==> config.mk <==
export PLATFORM = sky130hd
export DESIGN_NAME = pll_clock_generator_control
export DESIGN_NICKNAME = d
export VERILOG_FILES = /design/src/hw/pll_cgm_pkg.sv /design/src/hw/pll_clock_generator_control.sv
export SDC_FILE = /design/constraint.sdc
export NUM_CORES = 1
export LEC_CHECK = 0
export BUFFER_PORTS_ARGS = -buffer_cell sky130_fd_sc_hd__buf_4
export CAP_MARGIN = 20
export CORE_UTILIZATION = 35
export CTS_BUF_LIST = sky130_fd_sc_hd__clkbuf_8
export DETAILED_ROUTE_END_ITERATION = 7
export HOLD_SLACK_MARGIN = 0.06
export MAX_ROUTING_LAYER = met4
export SETUP_SLACK_MARGIN = 0.15
export SYNTH_ARGS = -nofsm -noshare
export SYNTH_HDL_FRONTEND = slang
export SYNTH_SLANG_ARGS = --single-unit
==> constraint.sdc <==
create_clock -name aclk -period 2.35 [get_ports aclk]
set_input_delay 0.235 -clock aclk [delete_from_list [all_inputs] [get_ports aclk]]
set_output_delay 0.235 -clock aclk [all_outputs]
set_load 0.005 [all_outputs]
==> src/hw/pll_cgm_pkg.sv <==
// Constants, register map and carrier types of the PLL clock control block.
// Assumes a single 20 MHz bus clock and an AXI4-Lite master with 8-bit addr.
`default_nettype none

package pll_cgm_pkg;

    // Byte offsets of the three registers
    localparam logic [7:0] OFS_CTRL = 8'h00;
    localparam logic [7:0] OFS_BW   = 8'h04;
    localparam logic [7:0] OFS_PROG = 8'h08;

    // PLL control register fields
    localparam int CTRL_IE_BIT   = 7;
    localparam int CTRL_FLAG_BIT = 6;
    localparam int CTRL_ON_BIT   = 5;
    localparam int CTRL_BCS_BIT  = 4;
    localparam logic [3:0] CTRL_UNUSED_VAL = 4'hF;

    // Bandwidth control register fields
    localparam int BW_AUTO_BIT = 7;
    localparam int BW_LOCK_BIT = 6;
    localparam int BW_ACQ_BIT  = 5;
    localparam int BW_XLD_BIT  = 4;
    localparam logic [3:0] BW_TEST_VAL = 4'h0;

    // Programming register fields
    localparam int PROG_N_LSB = 4;
    localparam int PROG_L_LSB = 0;

    // Reset values
    localparam logic       RST_ON  = 1'b1;
    localparam logic [3:0] RST_N   = 4'h6;
    localparam logic [3:0] RST_L   = 4'h6;
    localparam logic [3:0] N_MIN   = 4'h1;

    // Source edges awaited on each clock during a source change
    localparam logic [1:0] SWITCH_EDGES = 2'h3;

    // AXI responses
    localparam logic [1:0] RESP_OKAY   = 2'h0;
    localparam logic [1:0] RESP_SLVERR = 2'h2;

    typedef struct packed {
        logic        awvalid;
        logic [7:0]  awaddr;
        logic        wvalid;
        logic [31:0] wdata;
        logic [3:0]  wstrb;
        logic        bready;
        logic        arvalid;
        logic [7:0]  araddr;
        logic        rready;
    } axil_m2s_t;

    typedef struct packed {
        logic        awready;
        logic        wready;
        logic        bvalid;
        logic [1:0]  bresp;
        logic        arready;
        logic        rvalid;
        logic [31:0] rdata;
        logic [1:0]  rresp;
    } axil_s2m_t;

    // Status from the analog loop, asynchronous to the bus clock
    typedef struct packed {
        logic lock;
        logic acq;
    } analog_t;

    typedef enum logic [1:0] {
        SW_IDLE = 2'b01,
        SW_WAIT = 2'b10
    } sw_state_t;

endpackage : pll_cgm_pkg

`default_nettype wire

==> src/hw/pll_clock_generator_control.sv <==
// PLL clock generator control: registers, lock flag, base clock selection.
// Assumes clocks and analog status arrive asynchronously on pins and that
// stop_in and oscillator_enable_in come from logic on aclk.
//
// Summary of operation
// - Lock interrupt enable gates requests; ignored and reads zero in manual.
// - Lock change flag sets on each lock toggle in automatic mode; with enable drives irq.
// - Lock change flag reads zero while automatic mode is off.
// - A read of the control register clears the flag unless a lock edge comes in the same cycle; reset clears.
// - Power-on bit enables the PLL; reset sets it.
// - Power-on cannot be cleared while base clock select is set.
// - Base clock is the selected source divided by two, 50% duty.
// - Base clock select cannot be set while power-on is clear.
// - Source change waits three edges of each clock; output held.
// - Reset and stop clear base clock select.
// - Low four control bits ignore writes and read as ones.
// - Mode bit selects automatic or manual bandwidth; reset gives manual.
// - Lock bit shows lock in automatic mode, zero in manual.
// - Filter mode writable in manual, status in automatic; reset zero.
// - Manual filter mode value is kept and restored after automatic.
// - Crystal-loss bit written one reads back one if crystal is dead.
// - Crystal-loss check works only with select set; else reads zero.
// - Multiplier field sets N, code zero acts as one; reset six.
// - Multiplier and range writes ignored while power-on is set.
// - Range zero disables PLL and clears and blocks select; reset six.
// - Programming register holds N high nibble and L low nibble.
// - Stop disables the generator and drives clock and irq outputs low.
`default_nettype none

module pll_clock_generator_control (
    // Clock and reset
    input  wire logic                  aclk,
    input  wire logic                  aresetn,
    // Register bus
    input  wire pll_cgm_pkg::axil_m2s_t bus_in,
    output var  pll_cgm_pkg::axil_s2m_t bus_out,
    // Clock sources and analog status
    input  wire logic                  crystal_clock,
    input  wire logic                  vco_clock,
    input  wire pll_cgm_pkg::analog_t  analog_in,
    // System control
    input  wire logic                  oscillator_enable_in,
    input  wire logic                  stop_in,
    // Clock and interrupt outputs
    output logic                       base_clock_out,
    output logic                       crystal_clock_out,
    output logic                       pll_irq_line,
    // Analog loop control
    output logic                       pll_enable_out,
    output logic [3:0]                 feedback_factor_n_out,
    output logic [3:0]                 vco_range_factor_out,
    output logic                       filter_tracking_out,
    output logic                       auto_mode_out
);
    import pll_cgm_pkg::*;

    ////////////////////////////////////////////////////////////////////////
    // Input synchronisers: {crystal, vco, lock, acq}

    logic [3:0] sync1_r;
    logic [3:0] sync2_r;
    logic [3:0] prev_r;
    logic       xtal_rise;
    logic       vco_rise;
    logic       lock_s;
    logic       acq_s;
    logic       lock_edge;

    always_ff @(posedge aclk) begin
        if (!aresetn) begin
            sync1_r <= 4'h0;
            sync2_r <= 4'h0;
            prev_r  <= 4'h0;
        end else begin
            sync1_r <= {crystal_clock, vco_clock, analog_in.lock,
                        analog_in.acq};
            sync2_r <= sync1_r;
            prev_r  <= sync2_r;
        end
    end

    assign xtal_rise = sync2_r[3] & ~prev_r[3];
    assign vco_rise  = sync2_r[2] & ~prev_r[2];
    assign lock_s    = sync2_r[1];
    assign acq_s     = sync2_r[0];

    ////////////////////////////////////////////////////////////////////////
    // AXI4-Lite slave

    axil_s2m_t   s2m_r;
    logic        aw_held_r;
    logic        w_held_r;
    logic [7:0]  waddr_r;
    logic [31:0] wdata_r;
    logic [3:0]  wstrb_r;
    logic        wr_fire;
    logic        rd_take;
    logic        rd_ctrl;
    logic        wr_ctrl;
    logic        wr_bw;
    logic        wr_prog;
    logic        w_hit;
    logic        r_hit;
    logic [7:0]  rd_byte;

    // Registers
    logic       ie_r;
    logic       flag_r;
    logic       on_r;
    logic       bcs_r;
    logic       auto_r;
    logic       acq_man_r;
    logic       xld_r;
    logic [3:0] n_r;
    logic [3:0] l_r;

    assign wr_fire = aw_held_r & w_held_r & ~s2m_r.bvalid;
    assign rd_take = s2m_r.arready & bus_in.arvalid;
    assign w_hit   = (waddr_r[7:2] == OFS_CTRL[7:2])
                   | (waddr_r[7:2] == OFS_BW[7:2])
                   | (waddr_r[7:2] == OFS_PROG[7:2]);
    assign r_hit   = (bus_in.araddr[7:2] == OFS_CTRL[7:2])
                   | (bus_in.araddr[7:2] == OFS_BW[7:2])
                   | (bus_in.araddr[7:2] == OFS_PROG[7:2]);
    // Only byte lane 0 carries register bits
    assign wr_ctrl = wr_fire & wstrb_r[0] & (waddr_r[7:2] == OFS_CTRL[7:2]);
    assign wr_bw   = wr_fire & wstrb_r[0] & (waddr_r[7:2] == OFS_BW[7:2]);
    assign wr_prog = wr_fire & wstrb_r[0] & (waddr_r[7:2] == OFS_PROG[7:2]);
    assign rd_ctrl = rd_take & (bus_in.araddr[7:2] == OFS_CTRL[7:2]);

    always_comb begin
        rd_byte = 8'h00;
        if (bus_in.araddr[7:2] == OFS_CTRL[7:2]) begin
            rd_byte = {ie_r & auto_r, flag_r & auto_r, on_r, bcs_r,
                       CTRL_UNUSED_VAL};
        end else if (bus_in.araddr[7:2] == OFS_BW[7:2]) begin
            rd_byte = {auto_r, auto_r & lock_s,
                       auto_r ? acq_s : acq_man_r,
                       bcs_r & xld_r, BW_TEST_VAL};
        end else if (bus_in.araddr[7:2] == OFS_PROG[7:2]) begin
            rd_byte = {n_r, l_r};
        end
    end

    always_ff @(posedge aclk) begin
        if (!aresetn) begin
            s2m_r     <= '0;
            aw_held_r <= 1'b0;
            w_held_r  <= 1'b0;
            waddr_r   <= 8'h00;
            wdata_r   <= 32'h0000_0000;
            wstrb_r   <= 4'h0;
        end else begin
            if (s2m_r.awready && bus_in.awvalid) begin
                waddr_r       <= bus_in.awaddr;
                aw_held_r     <= 1'b1;
                s2m_r.awready <= 1'b0;
            end else if (!aw_held_r && !s2m_r.bvalid) begin
                s2m_r.awready <= 1'b1;
            end
            if (s2m_r.wready && bus_in.wvalid) begin
                wdata_r      <= bus_in.wdata;
                wstrb_r      <= bus_in.wstrb;
                w_held_r     <= 1'b1;
                s2m_r.wready <= 1'b0;
            end else if (!w_held_r && !s2m_r.bvalid) begin
                s2m_r.wready <= 1'b1;
            end
            if (wr_fire) begin
                aw_held_r    <= 1'b0;
                w_held_r     <= 1'b0;
                s2m_r.bvalid <= 1'b1;
                s2m_r.bresp  <= w_hit ? RESP_OKAY : RESP_SLVERR;
            end else if (s2m_r.bvalid && bus_in.bready) begin
                s2m_r.bvalid <= 1'b0;
            end
            if (rd_take) begin
                s2m_r.arready <= 1'b0;
                s2m_r.rvalid  <= 1'b1;
                s2m_r.rdata   <= {24'h00_0000, rd_byte};
                s2m_r.rresp   <= r_hit ? RESP_OKAY : RESP_SLVERR;
            end else if (s2m_r.rvalid && bus_in.rready) begin
                s2m_r.rvalid  <= 1'b0;
            end else if (!s2m_r.rvalid) begin
                s2m_r.arready <= 1'b1;
            end
        end
    end

    assign bus_out = s2m_r;

    ////////////////////////////////////////////////////////////////////////
    // Control register

    assign lock_edge = auto_r & (lock_s != prev_r[1]);

    always_ff @(posedge aclk) begin
        if (!aresetn) begin
            ie_r <= 1'b0;
        end else if (wr_ctrl && auto_r) begin
            ie_r <= wdata_r[CTRL_IE_BIT];
        end
    end

    // A new lock edge wins over the clearing read
    always_ff @(posedge aclk) begin
        if (!aresetn) begin
            flag_r <= 1'b0;
        end else if (lock_edge) begin
            flag_r <= 1'b1;
        end else if (rd_ctrl) begin
            flag_r <= 1'b0;
        end
    end

    always_ff @(posedge aclk) begin
        if (!aresetn) begin
            on_r <= RST_ON;
        end else if (wr_ctrl) begin
            on_r <= wdata_r[CTRL_ON_BIT] | bcs_r;
        end
    end

    // Pre-write power state is used, so selecting needs a second write
    always_ff @(posedge aclk) begin
        if (!aresetn) begin
            bcs_r <= 1'b0;
        end else if (stop_in) begin
            bcs_r <= 1'b0;
        end else if (l_r == 4'h0) begin
            bcs_r <= 1'b0;
        end else if (wr_ctrl) begin
            bcs_r <= wdata_r[CTRL_BCS_BIT] & on_r;
        end
    end

    ////////////////////////////////////////////////////////////////////////
    // Bandwidth control register

    always_ff @(posedge aclk) begin
        if (!aresetn) begin
            auto_r <= 1'b0;
        end else if (wr_bw) begin
            auto_r <= wdata_r[BW_AUTO_BIT];
        end
    end

    // Holds the manual value through automatic mode
    always_ff @(posedge aclk) begin
        if (!aresetn) begin
            acq_man_r <= 1'b0;
        end else if (wr_bw && !auto_r) begin
            acq_man_r <= wdata_r[BW_ACQ_BIT];
        end
    end

    // A software set wins; a crystal edge proves the reference alive
    always_ff @(posedge aclk) begin
        if (!aresetn) begin
            xld_r <= 1'b0;
        end else if (!bcs_r) begin
            xld_r <= 1'b0;
        end else if (wr_bw && wdata_r[BW_XLD_BIT]) begin
            xld_r <= 1'b1;
        end else if (xtal_rise) begin
            xld_r <= 1'b0;
        end
    end

    ////////////////////////////////////////////////////////////////////////
    // Programming register

    always_ff @(posedge aclk) begin
        if (!aresetn) begin
            n_r <= RST_N;
            l_r <= RST_L;
        end else if (wr_prog && !on_r) begin
            n_r <= wdata_r[PROG_N_LSB +: 4];
            l_r <= wdata_r[PROG_L_LSB +: 4];
        end
    end

    ////////////////////////////////////////////////////////////////////////
    // Base clock selector
    // Sources are sampled on aclk, so each must stay well below aclk / 4.

    sw_state_t  sw_state_r;
    logic       sel_r;
    logic [1:0] xcnt_r;
    logic [1:0] vcnt_r;
    logic       base_r;
    logic       src_rise;

    always_ff @(posedge aclk) begin
        if (!aresetn) begin
            sw_state_r <= SW_IDLE;
            sel_r      <= 1'b0;
            xcnt_r     <= 2'h0;
            vcnt_r     <= 2'h0;
        end else if (stop_in || l_r == 4'h0) begin
            // The VCO may be dead here, so do not wait on its edges
            sw_state_r <= SW_IDLE;
            sel_r      <= 1'b0;
            xcnt_r     <= 2'h0;
            vcnt_r     <= 2'h0;
        end else begin
            case (sw_state_r)
                SW_IDLE: begin
                    xcnt_r <= 2'h0;
                    vcnt_r <= 2'h0;
                    if (bcs_r != sel_r) begin
                        sw_state_r <= SW_WAIT;
                    end
                end
                SW_WAIT: begin
                    if (xtal_rise && xcnt_r != SWITCH_EDGES) begin
                        xcnt_r <= xcnt_r + 2'h1;
                    end
                    if (vco_rise && vcnt_r != SWITCH_EDGES) begin
                        vcnt_r <= vcnt_r + 2'h1;
                    end
                    if (xcnt_r == SWITCH_EDGES && vcnt_r == SWITCH_EDGES) begin
                        sel_r      <= bcs_r;
                        sw_state_r <= SW_IDLE;
                    end
                end
                default: begin
                    sw_state_r <= SW_IDLE;
                end
            endcase
        end
    end

    assign src_rise = sel_r ? vco_rise : xtal_rise;

    // Toggling once per source rise halves it with an even duty
    always_ff @(posedge aclk) begin
        if (!aresetn) begin
            base_r <= 1'b0;
        end else if (stop_in) begin
            base_r <= 1'b0;
        end else if (sw_state_r == SW_IDLE && bcs_r == sel_r && src_rise) begin
            base_r <= ~base_r;
        end
    end

    assign base_clock_out = base_r;

    ////////////////////////////////////////////////////////////////////////
    // Registered outputs

    always_ff @(posedge aclk) begin
        if (!aresetn) begin
            crystal_clock_out     <= 1'b0;
            pll_irq_line          <= 1'b0;
            pll_enable_out        <= 1'b0;
            feedback_factor_n_out <= N_MIN;
            vco_range_factor_out  <= 4'h0;
            filter_tracking_out   <= 1'b0;
            auto_mode_out         <= 1'b0;
        end else begin
            crystal_clock_out <= sync2_r[3] & ~stop_in;
            pll_irq_line <= flag_r & ie_r & auto_r & ~stop_in;
            pll_enable_out <= on_r & (l_r != 4'h0)
                            & oscillator_enable_in & ~stop_in;
            feedback_factor_n_out <= (n_r == 4'h0) ? N_MIN : n_r;
            vco_range_factor_out  <= l_r;
            filter_tracking_out   <= auto_r ? acq_s : acq_man_r;
            auto_mode_out         <= auto_r;
        end
    end
endmodule : pll_clock_generator_control

`default_nettype wire

======== Word-level counts from Yosys, hierarchy flattened ========
Index checks and enable logic that the tools add are counted.
cells by class
  $add $sub $neg .......................... 2
  equality and inequality tests ........... 17
  muxes and demuxes ....................... 22
  bitwise operators ....................... 36
  reductions and logical operators ........ 45
operator list
  kind                                                                    number
  8-bit two-way mux                                                       3
  1-bit bitwise AND                                                       23
  1-bit logical AND                                                       15
  2-bit OR reduction                                                      7
  6-bit by 1-bit equality test with 1-bit output (second input constant)  2
  6-bit by 2-bit equality test with 1-bit output (second input constant)  2
  6-bit zero test                                                         2
  2-bit two-way mux                                                       6
  2-bit inequality test (second input constant)                           6
  2-bit case mux with 2 select lines                                      3
  2-bit AND reduction                                                     6
  1-bit two-way mux                                                       10
  2-bit nonzero test                                                      5
  4-bit zero test                                                         2
  1-bit inverter                                                          8
  2-bit equality test (second input constant)                             3
  1-bit zero test                                                         5
  1-bit bitwise OR                                                        5
  2-bit by 1-bit adder with 2-bit output (second input constant)          2
  4-bit nonzero test                                                      1
  3-bit OR reduction                                                      1
  2-bit by 1-bit equality test with 1-bit output (second input constant)  1
  1-bit inequality test                                                   2
  1-bit equality test                                                     1
  1-bit logical OR                                                        1
storage, ports and cells
  bits in registers ....................... 84
  input bits .............................. 65

======== Depth between registers and ports, before layout ========
Gate-level depths: netlist (run 1).
  depth in word-level cells ............... 6
  mapped depth ............................ 6
  gate-level depth less buffers ........... 5

======== Worst setup path after synthesis (run 1) ========
No wires, ideal clock.
  kind .................................... input to register
  start point ............................. input bus_in[8] in the netlist's numbering
  end point ............................... register flag_r
  library setup time ...................... 128 ps
  arrival ................................. 1438 ps
  slack ................................... 784 ps
  cell stages on the path ................. 4
  path buffers ............................ 0
  cells stage by stage .................... or4_4 > or4_4 > a22oi_2 > nor2_1
between the ends
  word-level cells in the longest chain between the ends .. 3
ends and longest elaborated chain
  element                              line                                text
  from (decl)                          pll_clock_generator_control.sv:35   input wire pll_cgm_pkg::axil_m2s_t bus_in,
  6-bit zero test                      pll_clock_generator_control.sv:129  assign rd_ctrl = rd_take & (bus_in.araddr[7:2] == OFS_CTRL[7:2]);
  1-bit bitwise AND                    pll_clock_generator_control.sv:129
  2-bit nonzero test (no source line)  --
  to (signal assigned)                 pll_clock_generator_control.sv:208  flag_r <= 1'b0;
  to (signal assigned)                 pll_clock_generator_control.sv:210  flag_r <= 1'b1;
  to (signal assigned)                 pll_clock_generator_control.sv:212  flag_r <= 1'b0;
  to (decl)                            pll_clock_generator_control.sv:108  logic flag_r;
No other way between the ends.
A chain may end at the register's enable or synchronous reset.

======== Final worst setup path (run 1) ========
  start point ............................. register s2m_r (netlist bit bus_out[35])
  end point ............................... register s2m_r (netlist bit bus_out[3])
between the ends
  word-level cells in the longest chain between the ends .. 1
ends and longest elaborated chain
  element            line                                text
  from (decl)        pll_clock_generator_control.sv:90   axil_s2m_t s2m_r;
  1-bit bitwise AND  pll_clock_generator_control.sv:118  assign rd_take = s2m_r.arready & bus_in.arvalid;
No other way between the ends.

==> results of run 1 <==
## final cells by class
cell class,count,share of cell area
clock inverters,6,0.00793
inverters,7,0.00694
flip-flops and latches,79,0.418
repair buffers,65,0.129
clock buffers,10,0.0363
multi-input cells,255,0.367
well taps,108,0.0357
## synth_stat cells
cell type / count
sky130_fd_sc_hd__or2_2: 1
sky130_fd_sc_hd__a32o_1: 3
sky130_fd_sc_hd__o2bb2ai_1: 3
sky130_fd_sc_hd__a21oi_1: 27
sky130_fd_sc_hd__or4_4: 2
sky130_fd_sc_hd__clkbuf_1: 13
sky130_fd_sc_hd__nor2_1: 22
sky130_fd_sc_hd__nand4_1: 1
sky130_fd_sc_hd__inv_1: 7
sky130_fd_sc_hd__or3_1: 1
sky130_fd_sc_hd__xor2_1: 1
sky130_fd_sc_hd__buf_4: 26
sky130_fd_sc_hd__nand3_1: 12
sky130_fd_sc_hd__and4_1: 1
sky130_fd_sc_hd__nor2b_1: 4
sky130_fd_sc_hd__nand4b_1: 3
sky130_fd_sc_hd__nor4_1: 3
sky130_fd_sc_hd__a31oi_1: 5
sky130_fd_sc_hd__nor4b_2: 1
sky130_fd_sc_hd__o21ai_0: 12
sky130_fd_sc_hd__mux2i_1: 12
sky130_fd_sc_hd__and3_1: 2
sky130_fd_sc_hd__and3b_1: 2
sky130_fd_sc_hd__buf_1: 1
sky130_fd_sc_hd__a211oi_1: 3
sky130_fd_sc_hd__or4b_1: 1
sky130_fd_sc_hd__and2_1: 21
sky130_fd_sc_hd__nand2b_1: 7
sky130_fd_sc_hd__nor3b_1: 5
sky130_fd_sc_hd__nand2_1: 63
sky130_fd_sc_hd__ha_1: 2
sky130_fd_sc_hd__a22oi_2: 1
sky130_fd_sc_hd__xnor2_1: 2
sky130_fd_sc_hd__dfxtp_1: 79
sky130_fd_sc_hd__a22oi_1: 2
sky130_fd_sc_hd__nor3_1: 4
sky130_fd_sc_hd__conb_1: 1
sky130_fd_sc_hd__buf_2: 2
## cell families after synthesis
group	after synthesis	share of synthesized area
compound gates	56	0.105
xor+xnor	3	0.00832
fa+ha+maj	2	0.00792
buf+inv	49	0.0899
flops	79	0.500
mux	12	0.0380
other cells	1	0.00119
simple gates	156	0.249
## through the flow
| step | total power [W] | cell area (um2) | hold slack (ns) | std cells | utilization |
|---|---|---|---|---|---|
| CTS | 0.00249 | 3790 | 0.0757 | 530 | 0.434 |
| detailed placement | 0.00163 | 3620 | 0.423 | 514 | 0.415 |
| finish | 0.00245 | 3790 | 0.0982 | 530 | 0.434 |
| floorplan | 0.00157 | 3250 | 0.362 | 383 | - |
| global placement | 0.00163 | 3620 | 0.418 | 514 | 0.415 |
| global route | 0.00258 | 3790 | 0.0825 | 530 | 0.434 |
## path summary, 6_finish.rpt
kind / startpoint / slack [ns] / to / cells after the start
max: bus_out[35]$_SDFFE_PP0P_ / 0.74 / bus_out[3]$_SDFFE_PN0P_ / 4
min: analog_in[0] / 0.1 / sync1_r[0]$_SDFF_PN0_ / 2
max reg2reg: bus_out[35]$_SDFFE_PP0P_ / 0.74 / bus_out[3]$_SDFFE_PN0P_ / 4
min reg2reg: sync1_r[2]$_SDFF_PN0_ / 0.43 / sync2_r[2]$_SDFF_PN0_ / 1
## power by group through the flow
| stage | combinational, W | sequential, W | clock (W) |
|---|---|---|---|
| after floorplan | 0.000139 | 0.00143 | 0 |
| after global placement | 0.000190 | 0.00144 | 0 |
| after detailed placement | 0.000193 | 0.00144 | 0 |
| after CTS | 0.000194 | 0.00141 | 0.000891 |
| after global routing | 0.000216 | 0.00141 | 0.000951 |
| final | 0.000192 | 0.00141 | 0.000851 |
## sequential cells by signal, indices dropped and copies added (netlist names), 3 cells and up
signal	flops
vco_range_factor_out	4
bus_out	15
n_r	4
l_r	4
sync2_r	4
feedback_factor_n_out	4
prev_r	3
waddr_r	6
wdata_r	8
sync1_r	4
## metal layers
metal | track usage | share of wire | up-vias | wire length [um]
li1 | - | - | 1269 | -
met1 | 0.182 | 0.49 | 1137 | 3140
met2 | 0.219 | 0.45 | 74 | 2940
met3 | 0.0513 | 0.054 | 7 | 348
met4 | 0.0517 | 0.0074 | 0 | 48
met5 | - | 0 | - | 0
==> results, run 1 <==
- The max-cap check violation count is 0.
- The initial utilization of the core area, before any placement, comes to 0.362.
- The area growth from synthesis to layout is 19.8%.
- The number of antenna violations at the first check in global routing is 0.
- The share of total power dissipated in the clock network is 0.347.
- The total global routing overflow is 0.
- The worst path needs 1.61 ns of the cycle, external delays included.
- Across every metal layer, demand over resource in global routing totals 0.146.
- The cell count after synthesis came out at 358.
- Setup repair after global routing left no endpoint under its margin.
- The number of sinks handled by clock tree synthesis is 79.
- The minimum setup slack in the final design is 0.741 ns.
- After synthesis, the netlist uses 38 different library cells.
- Traced cell by cell, the critical path runs through nand2_1, nor4_1, nand2_1, a31oi_1.
- The number of buffers between clock root and the deepest sink is 2.
- The layout cell share with drive strength beyond 1 is 0.197.
- Before CTS, the worst setup slack after placement is 0.614 ns.
- sky130_fd_sc_hd__dfxtp_1 takes more of the synthesized area than any other cell.
- In this run the worst hold path is classified as primary input to flop.
- The final weighted congestion of routability-driven global placement is 0.804.
- Of the total power, the share spent switching nets is 0.237.
- The part of the total power dissipated in combinational logic is 0.078.
- The slowest cell on the critical path is sky130_fd_sc_hd__nor4_1.
- The maximum single-stage delay on the critical path is 0.61 ns.
- The detailed placement HPWL is 4680 um.
- Of the post-synthesis cell area, the dominant cell type holds 0.500.
- Buffers inserted during clock tree synthesis total 9.
- The warning count from the yosys run is 0.
- The mean cell area of the mapped netlist is 8.83 um2.
- The number of failing setup endpoints in the final timing report is 0.
- Adding up every negative setup slack in the final design gives 0 ns.
- The clock-pin slew on the worst setup and hold paths is 0.08 ns.
- The type of origin of the critical path is a flop.
- The worst IR drop on VDD is 0.294 mV.
- The part of the total power dissipated in sequential elements is 0.574.
- The switching power is 0.000580 W.
- Row generation in the floorplan step produced 34 rows.
- In this run the post-CTS setup repair buffer count came out at 0.
- The average wire per cell in the routed design is 12.2 um.
- The library cell used most frequently in the layout, excluding fill and tap cells, is sky130_fd_sc_hd__dfxtp_1.
- The worst endpoint data arrival time is 1.88 ns.
- After detailed routing, the total wire length is 6480 um.
- Along the worst path, the maximum fanout reaches 12.
- After the last flow step, the layout net total stands at 484.
- The number of nets still failing antenna checks after routing is 0.
- The count of input and output buffers is 62.
- The number of hold violations in the final report is 0.
- The worst setup path is of the flop to flop kind.
- For this run, the register share of the synthesized area comes to 0.500.
- The number of optimization iterations in the first detailed-route pass is 4.
- The width of the chip is 97.0 um.
- After clock tree synthesis, the repair step resized 0 gates.
- The number of antenna diodes in the final layout is 0.
- The via count of the first global-routing pass was 2201.
- Among the stages of the critical path, the cell type that occurs most often is sky130_fd_sc_hd__nand2_1.
- The post-synthesis register bit count is 79.
- The fraction of the cycle the final worst path needs is 0.684.
- The routed via count is 2487.
- Entering global routing, the biggest net connects 42 pins.
- The slew of the pin with the lowest slew margin is 0.615 ns.
- The total of fill cells in the finished design is 873.
- Clock latency on the worst-skew pair, taken at its later pin, is 0.35 ns.
- The number of buffers and inverters on the critical path is 0.
- The region available for standard cell placement spans 8720 um2.
- By area the synthesized netlist is led by sky130_fd_sc_hd__dfxtp_1 50%, sky130_fd_sc_hd__nand2_1 7.5%, sky130_fd_sc_hd__buf_4 6.2%, sky130_fd_sc_hd__a21oi_1 4.3%, sky130_fd_sc_hd__and2_1 4.2%.
- The die covers 9410 um2.
- The type of destination of the critical path is a flop.
- The first global-routing pass estimated 10500 um of wire.
- The analysis attributes to cell leakage a power of 1.61 nW.
- The power per unit of standard cell area is 647 nW/um2.
- The number of H-tree branching levels is 3.
- The final max-slew violation count is 0.
- The library cells used most frequently in the layout, excluding fill and tap cells, are 79 x sky130_fd_sc_hd__dfxtp_1, 65 x sky130_fd_sc_hd__buf_4, 63 x sky130_fd_sc_hd__nand2_1.
- After clock tree synthesis, the flow added hold-fix buffers numbering 0.
- The family with the most delay on the worst path is simple AND/OR/NAND/NOR gates.
- The summed instance area of the synthesized netlist is 3160 um2.
- The flow ran to the end, and the final reports show no timing, DRC or antenna violations.
- The cell-internal power is 0.00187 W.
- The number of violations reported at the end of detailed-routing iteration 0 is 109.
- The combined area of the multi-input logic cells is 1390 um2.
- The headroom to the max-slew limit is 0.586.
- The tree is rooted in a sky130_fd_sc_hd__clkbuf_8.
- The number of design rule violations left after detail routing is 0.
- Across the routed clock network, the largest skew measured is 0.00764 ns.
- The chip height is 97.0 um.
- The required arrival time at the worst endpoint is 2.63 ns.
- The clock tree from TritonCTS is built.
- After detailed routing, the number of vias per cell comes to 4.69.
- The timing-limited maximum frequency is 622 MHz.
- For this design the top-level I/O count stands at 120.
- The register cell area after layout is 1580 um2.
(Power assumes the default switching activity.)
==> inputs of run 2 (changes only) <==
==> constraint.sdc (replaced) <==
create_clock -name aclk -period 1.6 [get_ports aclk]
set_input_delay 0.16 -clock aclk [delete_from_list [all_inputs] [get_ports aclk]]
set_output_delay 0.16 -clock aclk [all_outputs]
set_load 0.005 [all_outputs]
==> run 2 against run 1 <==
Compared with the run above:
- combinational power is 67% higher
- register-to-register slack worse by 0.59 ns
- global-route usage is 0.50 points higher
- design area is 8.0% higher
- core utilization is 3.5 points higher
- sequential power is 47% higher
- critical endpoint is now on_r$_SDFFE_PN1P_
- largest power group unchanged
==> results, run 2 (synthesis gave the netlist of run 1 again) <==
- The flow ran to the end, and the final reports show no timing, DRC or antenna violations.
- The average wire per cell in the routed design is 12.4 um (+1.7%).
- The clock-pin slew on the worst setup and hold paths came to 0.08 ns (about the same).
- The hold path startpoint is bus_in[17].
- The number of flip-flops under the largest register name is 15 (unchanged).
- The number of hold violations in the final report came to 0 (unchanged).
- From synthesis to final layout, the design area changed by 29.4%.
- The worst endpoint data arrival time was 1.68 ns (-0.20 ns).
- The maximum net fanout on the critical path is 4 (-8).
- The worst-skew pair later-pin latency came to 0.34 ns (about the same).
- The cell total after placement is 525 (+2.1%).
- The timing-limited maximum frequency is 689 MHz (+11%).
- TritonCTS built the clock tree.
- The slack of the worst reg-to-reg path is 0.15 ns (-0.59 ns).
- The count of inserted antenna diode cells is 0 (unchanged).
- The number of buffers added for setup after CTS is 0 (unchanged).
- For hold timing, the worst endpoint is wdata_r[2]$_SDFFE_PN0P_.
- The switching fraction of total power is 0.228 (-0.00817).
- The routed via count came to 2569 (+3.3%).
- The total number of nets in the final design is 507 (+4.8%).
- The final max-slew violation count is 0 (unchanged).
- The width of the chip is 97.0 um (unchanged).
- The via count of the first global-routing pass was 2349 (+6.7%).
- The setup skew after layout came to 0.00939 ns (+0.00175 ns).
- The required arrival time at the worst endpoint is 1.83 ns (-0.80 ns).
- The cell at the root of the clock tree is sky130_fd_sc_hd__clkbuf_8.
- The leakage dissipation was 1.74 nW (+8.5%).
- The area of the die is 9410 um2 (unchanged).
- The wire length of the first global-routing pass is 11100 um (+5.6%).
- The worst IR drop on VDD was 0.413 mV (+40%).
- The power per unit of standard cell area came to 945 nW/um2 (+46%).
- The number of buffers between clock root and the deepest sink was 2 (unchanged).
- STA classifies the critical path startpoint as a flop.
- The share of the core filled with cells was 0.469 (+0.0346).
- The accumulated negative setup slack is 0 ns (unchanged).
- The count of cells along the worst register-to-register path is 5 (+1).
- The max-cap check violation count is 0 (unchanged).
- Setup repair after global routing could not meet its margin everywhere.
- The class of the most critical hold timing path is primary input to flop.
- The number of antenna violations at the first check in global routing is 0 (unchanged).
- STA classifies the critical path endpoint as a flop.
- The part of the power in the clock network was 0.381 (+0.034).
- The type of the setup path with the least slack is flop to flop.
- The number of sinks handled by clock tree synthesis is 79 (unchanged).
- The endpoint of the worst-slack reg-to-reg timing path is on_r$_SDFFE_PN1P_.
- The part of the total power dissipated in combinational logic is 0.083 (+0.005).
- The startpoint identified for the worst register-to-register timing path is waddr_r[7]$_SDFFE_PN0P_.
- The final critical-path required period is 1.45 ns (-0.158 ns).
- The part of the total power dissipated in sequential elements was 0.536 (-0.038).
- The number of nets still failing antenna checks after routing came to 0 (unchanged).
- The number of design rule violations left after detail routing is 0 (unchanged).
- The switching power was 0.000883 W (+52%).
- The global-route total usage across every layer is 0.151 (+0.00498).
- The chip height is 97.0 um (unchanged).
- In the layout the commonest cells are 77 x sky130_fd_sc_hd__dfxtp_1, 74 x sky130_fd_sc_hd__buf_4, 63 x sky130_fd_sc_hd__nand2_1.
- The vias per cell is 4.65 (-0.82%).
- The count of placed standard cells in the final layout, fillers left out is 552 (+4.2%).
- The layout cell share with drive strength beyond 1 is 0.234 (+0.0376).
- The detailed placement HPWL is 4980 um (+6.3%).
- Leaving out fill and tap cells, the most frequent cell in the layout is sky130_fd_sc_hd__dfxtp_1.
- The initial cell density of the core is 0.362 (unchanged).
- The number of failing setup endpoints in the final timing report was 0 (unchanged).
- The number of optimization iterations in the first detailed-route pass is 4 (unchanged).
- The fraction of the cycle the final worst path needs was 0.907 (+0.222).
- The largest net degree at the start of global routing was 35 (-17%).
- The count of input and output buffers is 62 (unchanged).
- The number of violations reported at the end of detailed-routing iteration 0 is 80 (-27%).
- The number of buffers inserted during clock tree synthesis was 9 (unchanged).
- The final weighted congestion of routability-driven global placement is 0.808 (+0.52%).
- The total global routing overflow is 0 (unchanged).
- The standard-cell row count came to 34 (unchanged).
- The area of the placeable core was 8720 um2 (unchanged).
- The cell-internal power is 0.00298 W (+59%).
- The worst hold path depth came to 3 (+1).
- The wire length reported by the detailed router is 6860 um (+5.9%).
- The number of H-tree branching levels is 3 (unchanged).
- The count of boundary I/O pins was 120 (unchanged).
-- run 2: stage by stage --
step / cell area [um2] / worst slack, ns / hold WS (ns) / power, W
floorplan: 3260 / 0.109 / 0.287 / 0.00230
global placement: 3720 / 0.0140 / 0.373 / 0.00240
detailed placement: 3720 / -0.00693 / 0.373 / 0.00241
CTS: 4050 / 0.133 / 0.0603 / 0.00390
global route: 4090 / 0.0592 / 0.0738 / 0.00403
finish: 4090 / 0.149 / 0.0761 / 0.00387
-- run 2: power groups by stage --
stage                     registers, W  logic, W  clock network (W)
after floorplan                0.00210  0.000206                  0
after global placement         0.00211  0.000287                  0
after detailed placement       0.00211  0.000291                  0
after CTS                      0.00207  0.000318            0.00152
after global routing           0.00208  0.000358            0.00159
final                          0.00207  0.000321            0.00147
-- run 2: final cells by class --
cell class / instances / area [um2]
clock buffer: 11 / 151
clock inverter: 4 / 45.0
fill: 883 / 4630
inverter: 7 / 26.3
multi-input combinational: 255 / 1440
sequential: 79 / 1580
tap: 108 / 135
timing repair buffer: 88 / 707
-- run 2: routing by layer --
| metal | global-route usage | share of wire |
|---|---|---|
| met1 | 0.190 | 0.48 |
| met3 | 0.0267 | 0.036 |
| met2 | 0.236 | 0.47 |
| met5 | - | 0 |
| met4 | 0.0689 | 0.013 |
-- run 2: critical path: stages (launching register included) --
cell and delay [ns]:
sky130_fd_sc_hd__dfxtp_2 0.34, sky130_fd_sc_hd__nor4_4 0.36, sky130_fd_sc_hd__nor4b_4 0.24, sky130_fd_sc_hd__buf_4 0.16
sky130_fd_sc_hd__mux2i_1 0.17, sky130_fd_sc_hd__nand2_1 0.06
-- run 2: how the worst max path moves through the flow --
stage / from / to / slack [ns]
floorplan: bus_in[8] / flag_r$_SDFFE_PN0P_ / 0.11
detailed placement: bus_in[8] / bus_out[5]$_SDFFE_PN0P_ / -0.007
finish: waddr_r[7]$_SDFFE_PN0P_ / on_r$_SDFFE_PN1P_ / 0.15
global placement: bus_in[8] / bus_out[5]$_SDFFE_PN0P_ / 0.01
CTS: waddr_r[4]$_SDFFE_PN0P_ / on_r$_SDFFE_PN1P_ / 0.13
global route: waddr_r[7]$_SDFFE_PN0P_ / on_r$_SDFFE_PN1P_ / 0.06
-- run 2: repair_timing --
action                                  4_1_cts  5_1_grt
pin swaps                                     0        2
resized for setup                             2        8
endpoints found under the setup margin        6       12
endpoints found under the hold margin        12        0
hold buffers                                 12        0
==> inputs of run 3 (changes only) <==
==> constraint.sdc (replaced) <==
create_clock -name aclk -period 1.8 [get_ports aclk]
set_input_delay 0.18 -clock aclk [delete_from_list [all_inputs] [get_ports aclk]]
set_output_delay 0.18 -clock aclk [all_outputs]
set_load 0.005 [all_outputs]
==> run 3 against run 2 <==
Compared with the run above:
- final cell count shrank 2.0%
- design area is 4.1% lower
- non-clock buffer count decreased by 11
- first-iteration DRC count fell by 6.3%
- global-route usage up 0.26 points
- register-to-register slack gained 0.19 ns
- critical path depth unchanged
- die area unchanged
- sequential share of layout area up 1.6 points
- hold slack better by 0.014 ns
- routed wire length down 3.6%
- fmax fell by 0.86%
==> results, run 3 (synthesis gave the netlist of run 1 again) <==
- The part of the total power dissipated in sequential elements was 0.558 (+0.022).
- The setup skew after layout was 0.00535 ns (-0.00403 ns).
- The switching fraction of total power came to 0.230 (+0.00187).
- The layout cell share with drive strength beyond 1 is 0.215 (-0.0195).
- The number of buffers between clock root and the deepest sink was 2 (unchanged).
- The part of the power in the clock network is 0.361 (-0.020).
- The largest net degree at the start of global routing was 25 (-29%).
- The via count of the first global-routing pass is 2271 (-3.3%).
- The area of the die is 9410 um2 (unchanged).
- The leakage dissipation is 1.66 nW (-4.7%).
- The wire length of the first global-routing pass was 11100 um (+0.13%).
- The type of the setup path with the least slack is flop to flop.
- The critical path starts at l_r[0]$_SDFFE_PN0P_.
- The number of buffers added for setup after CTS came to 0 (unchanged).
- The number of sinks handled by clock tree synthesis came to 79 (unchanged).
- The final critical-path required period was 1.46 ns (+0.0126 ns).
- The timing-limited maximum frequency is 683 MHz (-0.86%).
- The wire length reported by the detailed router is 6620 um (-3.6%).
- The cell-internal power was 0.00254 W (-15%).
- The worst endpoint data arrival time is 1.70 ns (+0.02 ns).
- The slack of the worst reg-to-reg path is 0.34 ns (+0.19 ns).
- The flow ran to the end, and the final reports show no timing, DRC or antenna violations.
- The number of failing setup endpoints in the final timing report is 0 (unchanged).
- The max-cap check violation count is 0 (unchanged).
- The tree is rooted in a sky130_fd_sc_hd__clkbuf_8.
- The final max-slew violation count is 0 (unchanged).
- The number of violations reported at the end of detailed-routing iteration 0 is 75 (-6.3%).
- The number of H-tree branching levels is 3 (unchanged).
- The hold path startpoint is bus_in[21].
- The switching power was 0.000759 W (-14%).
- The total number of nets in the final design is 496 (-2.2%).
- The worst register-to-register path ends at xcnt_r[1]$_SDFFE_PP0P_.
- The number of nets still failing antenna checks after routing is 0 (unchanged).
- The clock-pin slew on the worst setup and hold paths is 0.07 ns (about the same).
- The global-route total usage across every layer is 0.154 (+0.00261).
- The clock tree from TritonCTS is built.
- The accumulated negative setup slack came to 0 ns (unchanged).
- The count of inserted antenna diode cells was 0 (unchanged).
- The termination of the worst setup path is xcnt_r[1]$_SDFFE_PP0P_.
- The part of the total power dissipated in combinational logic came to 0.081 (-0.002).
- The area of the placeable core is 8720 um2 (unchanged).
- The standard-cell row count was 34 (unchanged).
- The average wire per cell in the routed design is 12.2 um (-1.6%).
- The number of design rule violations left after detail routing is 0 (unchanged).
- The number of antenna violations at the first check in global routing is 0 (unchanged).
- The number of optimization iterations in the first detailed-route pass was 5 (+1).
- The area growth from synthesis to layout is 24.0%.
- The most common library cell in the layout ignoring fill and taps is sky130_fd_sc_hd__dfxtp_1.
- The routed via count came to 2519 (-1.9%).
- The count of boundary I/O pins is 120 (unchanged).
- The number of hold violations in the final report is 0 (unchanged).
- The initial cell density of the core is 0.362 (unchanged).
- Setup repair after global routing left no endpoint under its margin.
- The total of fill cells in the finished design is 884 (+0.11%).
- The power per unit of standard cell area is 841 nW/um2 (-11%).
- The total power draw is 0.00330 W (-15%).
- The vias per cell is 4.66 (about the same).
- The count of cells along the worst register-to-register path was 5 (unchanged).
- The maximum net fanout on the critical path is 4 (unchanged).
- The total global routing overflow is 0 (unchanged).
- In the layout the commonest cells are 79 x sky130_fd_sc_hd__dfxtp_1, 72 x sky130_fd_sc_hd__buf_4, 63 x sky130_fd_sc_hd__nand2_1.
- The worst-skew pair later-pin latency is 0.34 ns (about the same).
- The worst IR drop on VDD is 0.352 mV (-15%).
- The fraction of the cycle the final worst path needs is 0.813 (-0.0937).
- The width of the chip is 97.0 um (unchanged).
- The worst setup path is captured at a flop.
- The final weighted congestion of routability-driven global placement is 0.794 (-1.8%).
- The startpoint identified for the worst register-to-register timing path is l_r[0]$_SDFFE_PN0P_.
- The number of buffers inserted during clock tree synthesis is 9 (unchanged).
- STA classifies the critical path startpoint as a flop.
- The chip height is 97.0 um (unchanged).
- The required arrival time at the worst endpoint came to 2.04 ns (+0.21 ns).
- The class of the most critical hold timing path is primary input to flop.
- The number of flip-flops under the largest register name came to 15 (unchanged).
- The detailed placement HPWL was 4880 um (-2.0%).
- The count of input and output buffers is 62 (unchanged).
-- run 3: changes by cell type in the layout (fill, tap and decap cells not counted), sizes merged --
cell / before / now
buf: 76 / 72
bufinv: 1 / 0
clkbuf: 11 / 12
clkinv: 3 / 2
clkinvlp: 0 / 1
dlygate4sd3: 12 / 5
-- run 3: area by class of cell --
cell class	count	area [um2]	area share
Sequential cell	79	1580	0.403
Multi-Input combinational cell	255	1400	0.358
Timing Repair Buffer	77	591	0.151
Clock buffer	12	165	0.0421
Tap cell	108	135	0.0345
Inverter	7	26.3	0.00670
Clock inverter	3	17.5	0.00447
-- run 3: worst min path at each step --
stage | cells after the start | end | slack (ns)
finish | 3 | wdata_r[6]$_SDFFE_PN0P_ | 0.09
global route | 3 | wdata_r[0]$_SDFFE_PN0P_ | 0.06
CTS | 3 | wdata_r[6]$_SDFFE_PN0P_ | 0.06
detailed placement | 2 | sync1_r[2]$_SDFF_PN0_ | 0.39
global placement | 2 | sync1_r[3]$_SDFF_PN0_ | 0.39
floorplan | 1 | sync1_r[0]$_SDFF_PN0_ | 0.31
-- run 3: repair_timing --
action / in CTS / in global routing
gates resized for setup: 0 / 2
endpoints found under the hold margin: 5 / 0
hold buffers: 5 / 0
endpoints found under the setup margin: 0 / 2
-- run 3: power by group through the flow --
stage / clock network (W) / registers [W] / logic, W
after floorplan: 0 / 0.00186 / 0.000182
after global placement: 0 / 0.00188 / 0.000254
after detailed placement: 0 / 0.00188 / 0.000258
after CTS: 0.00124 / 0.00184 / 0.000267
after global routing: 0.00132 / 0.00185 / 0.000300
final: 0.00119 / 0.00184 / 0.000268
-- run 3: metal layers --
metal | global-route usage | vias to the layer above | share of wire
met5 | - | - | 0
met3 | 0.0542 | 4 | 0.054
met1 | 0.194 | 1151 | 0.47
met2 | 0.233 | 73 | 0.47
met4 | 0.0413 | 0 | 0.0044
li1 | - | 1291 | -
-- run 3: critical path: stages, from the launching register on --
cell and delay, ns:
sky130_fd_sc_hd__dfxtp_1 0.34, sky130_fd_sc_hd__nor4_1 0.34, sky130_fd_sc_hd__buf_4 0.17, sky130_fd_sc_hd__nand2b_1 0.19, sky130_fd_sc_hd__a211oi_1 0.10, sky130_fd_sc_hd__a32o_1 0.22
-- run 3: through the flow --
step | worst slack (ns) | hold WS [ns] | util | area (um2) | cells
floorplan | 0.289 | 0.307 | - | 3250 | 383
global placement | 0.152 | 0.392 | 0.421 | 3670 | 521
detailed placement | 0.144 | 0.394 | 0.421 | 3670 | 521
CTS | 0.191 | 0.0612 | 0.448 | 3910 | 541
global route | 0.224 | 0.0638 | 0.449 | 3920 | 541
finish | 0.337 | 0.0900 | 0.449 | 3920 | 541
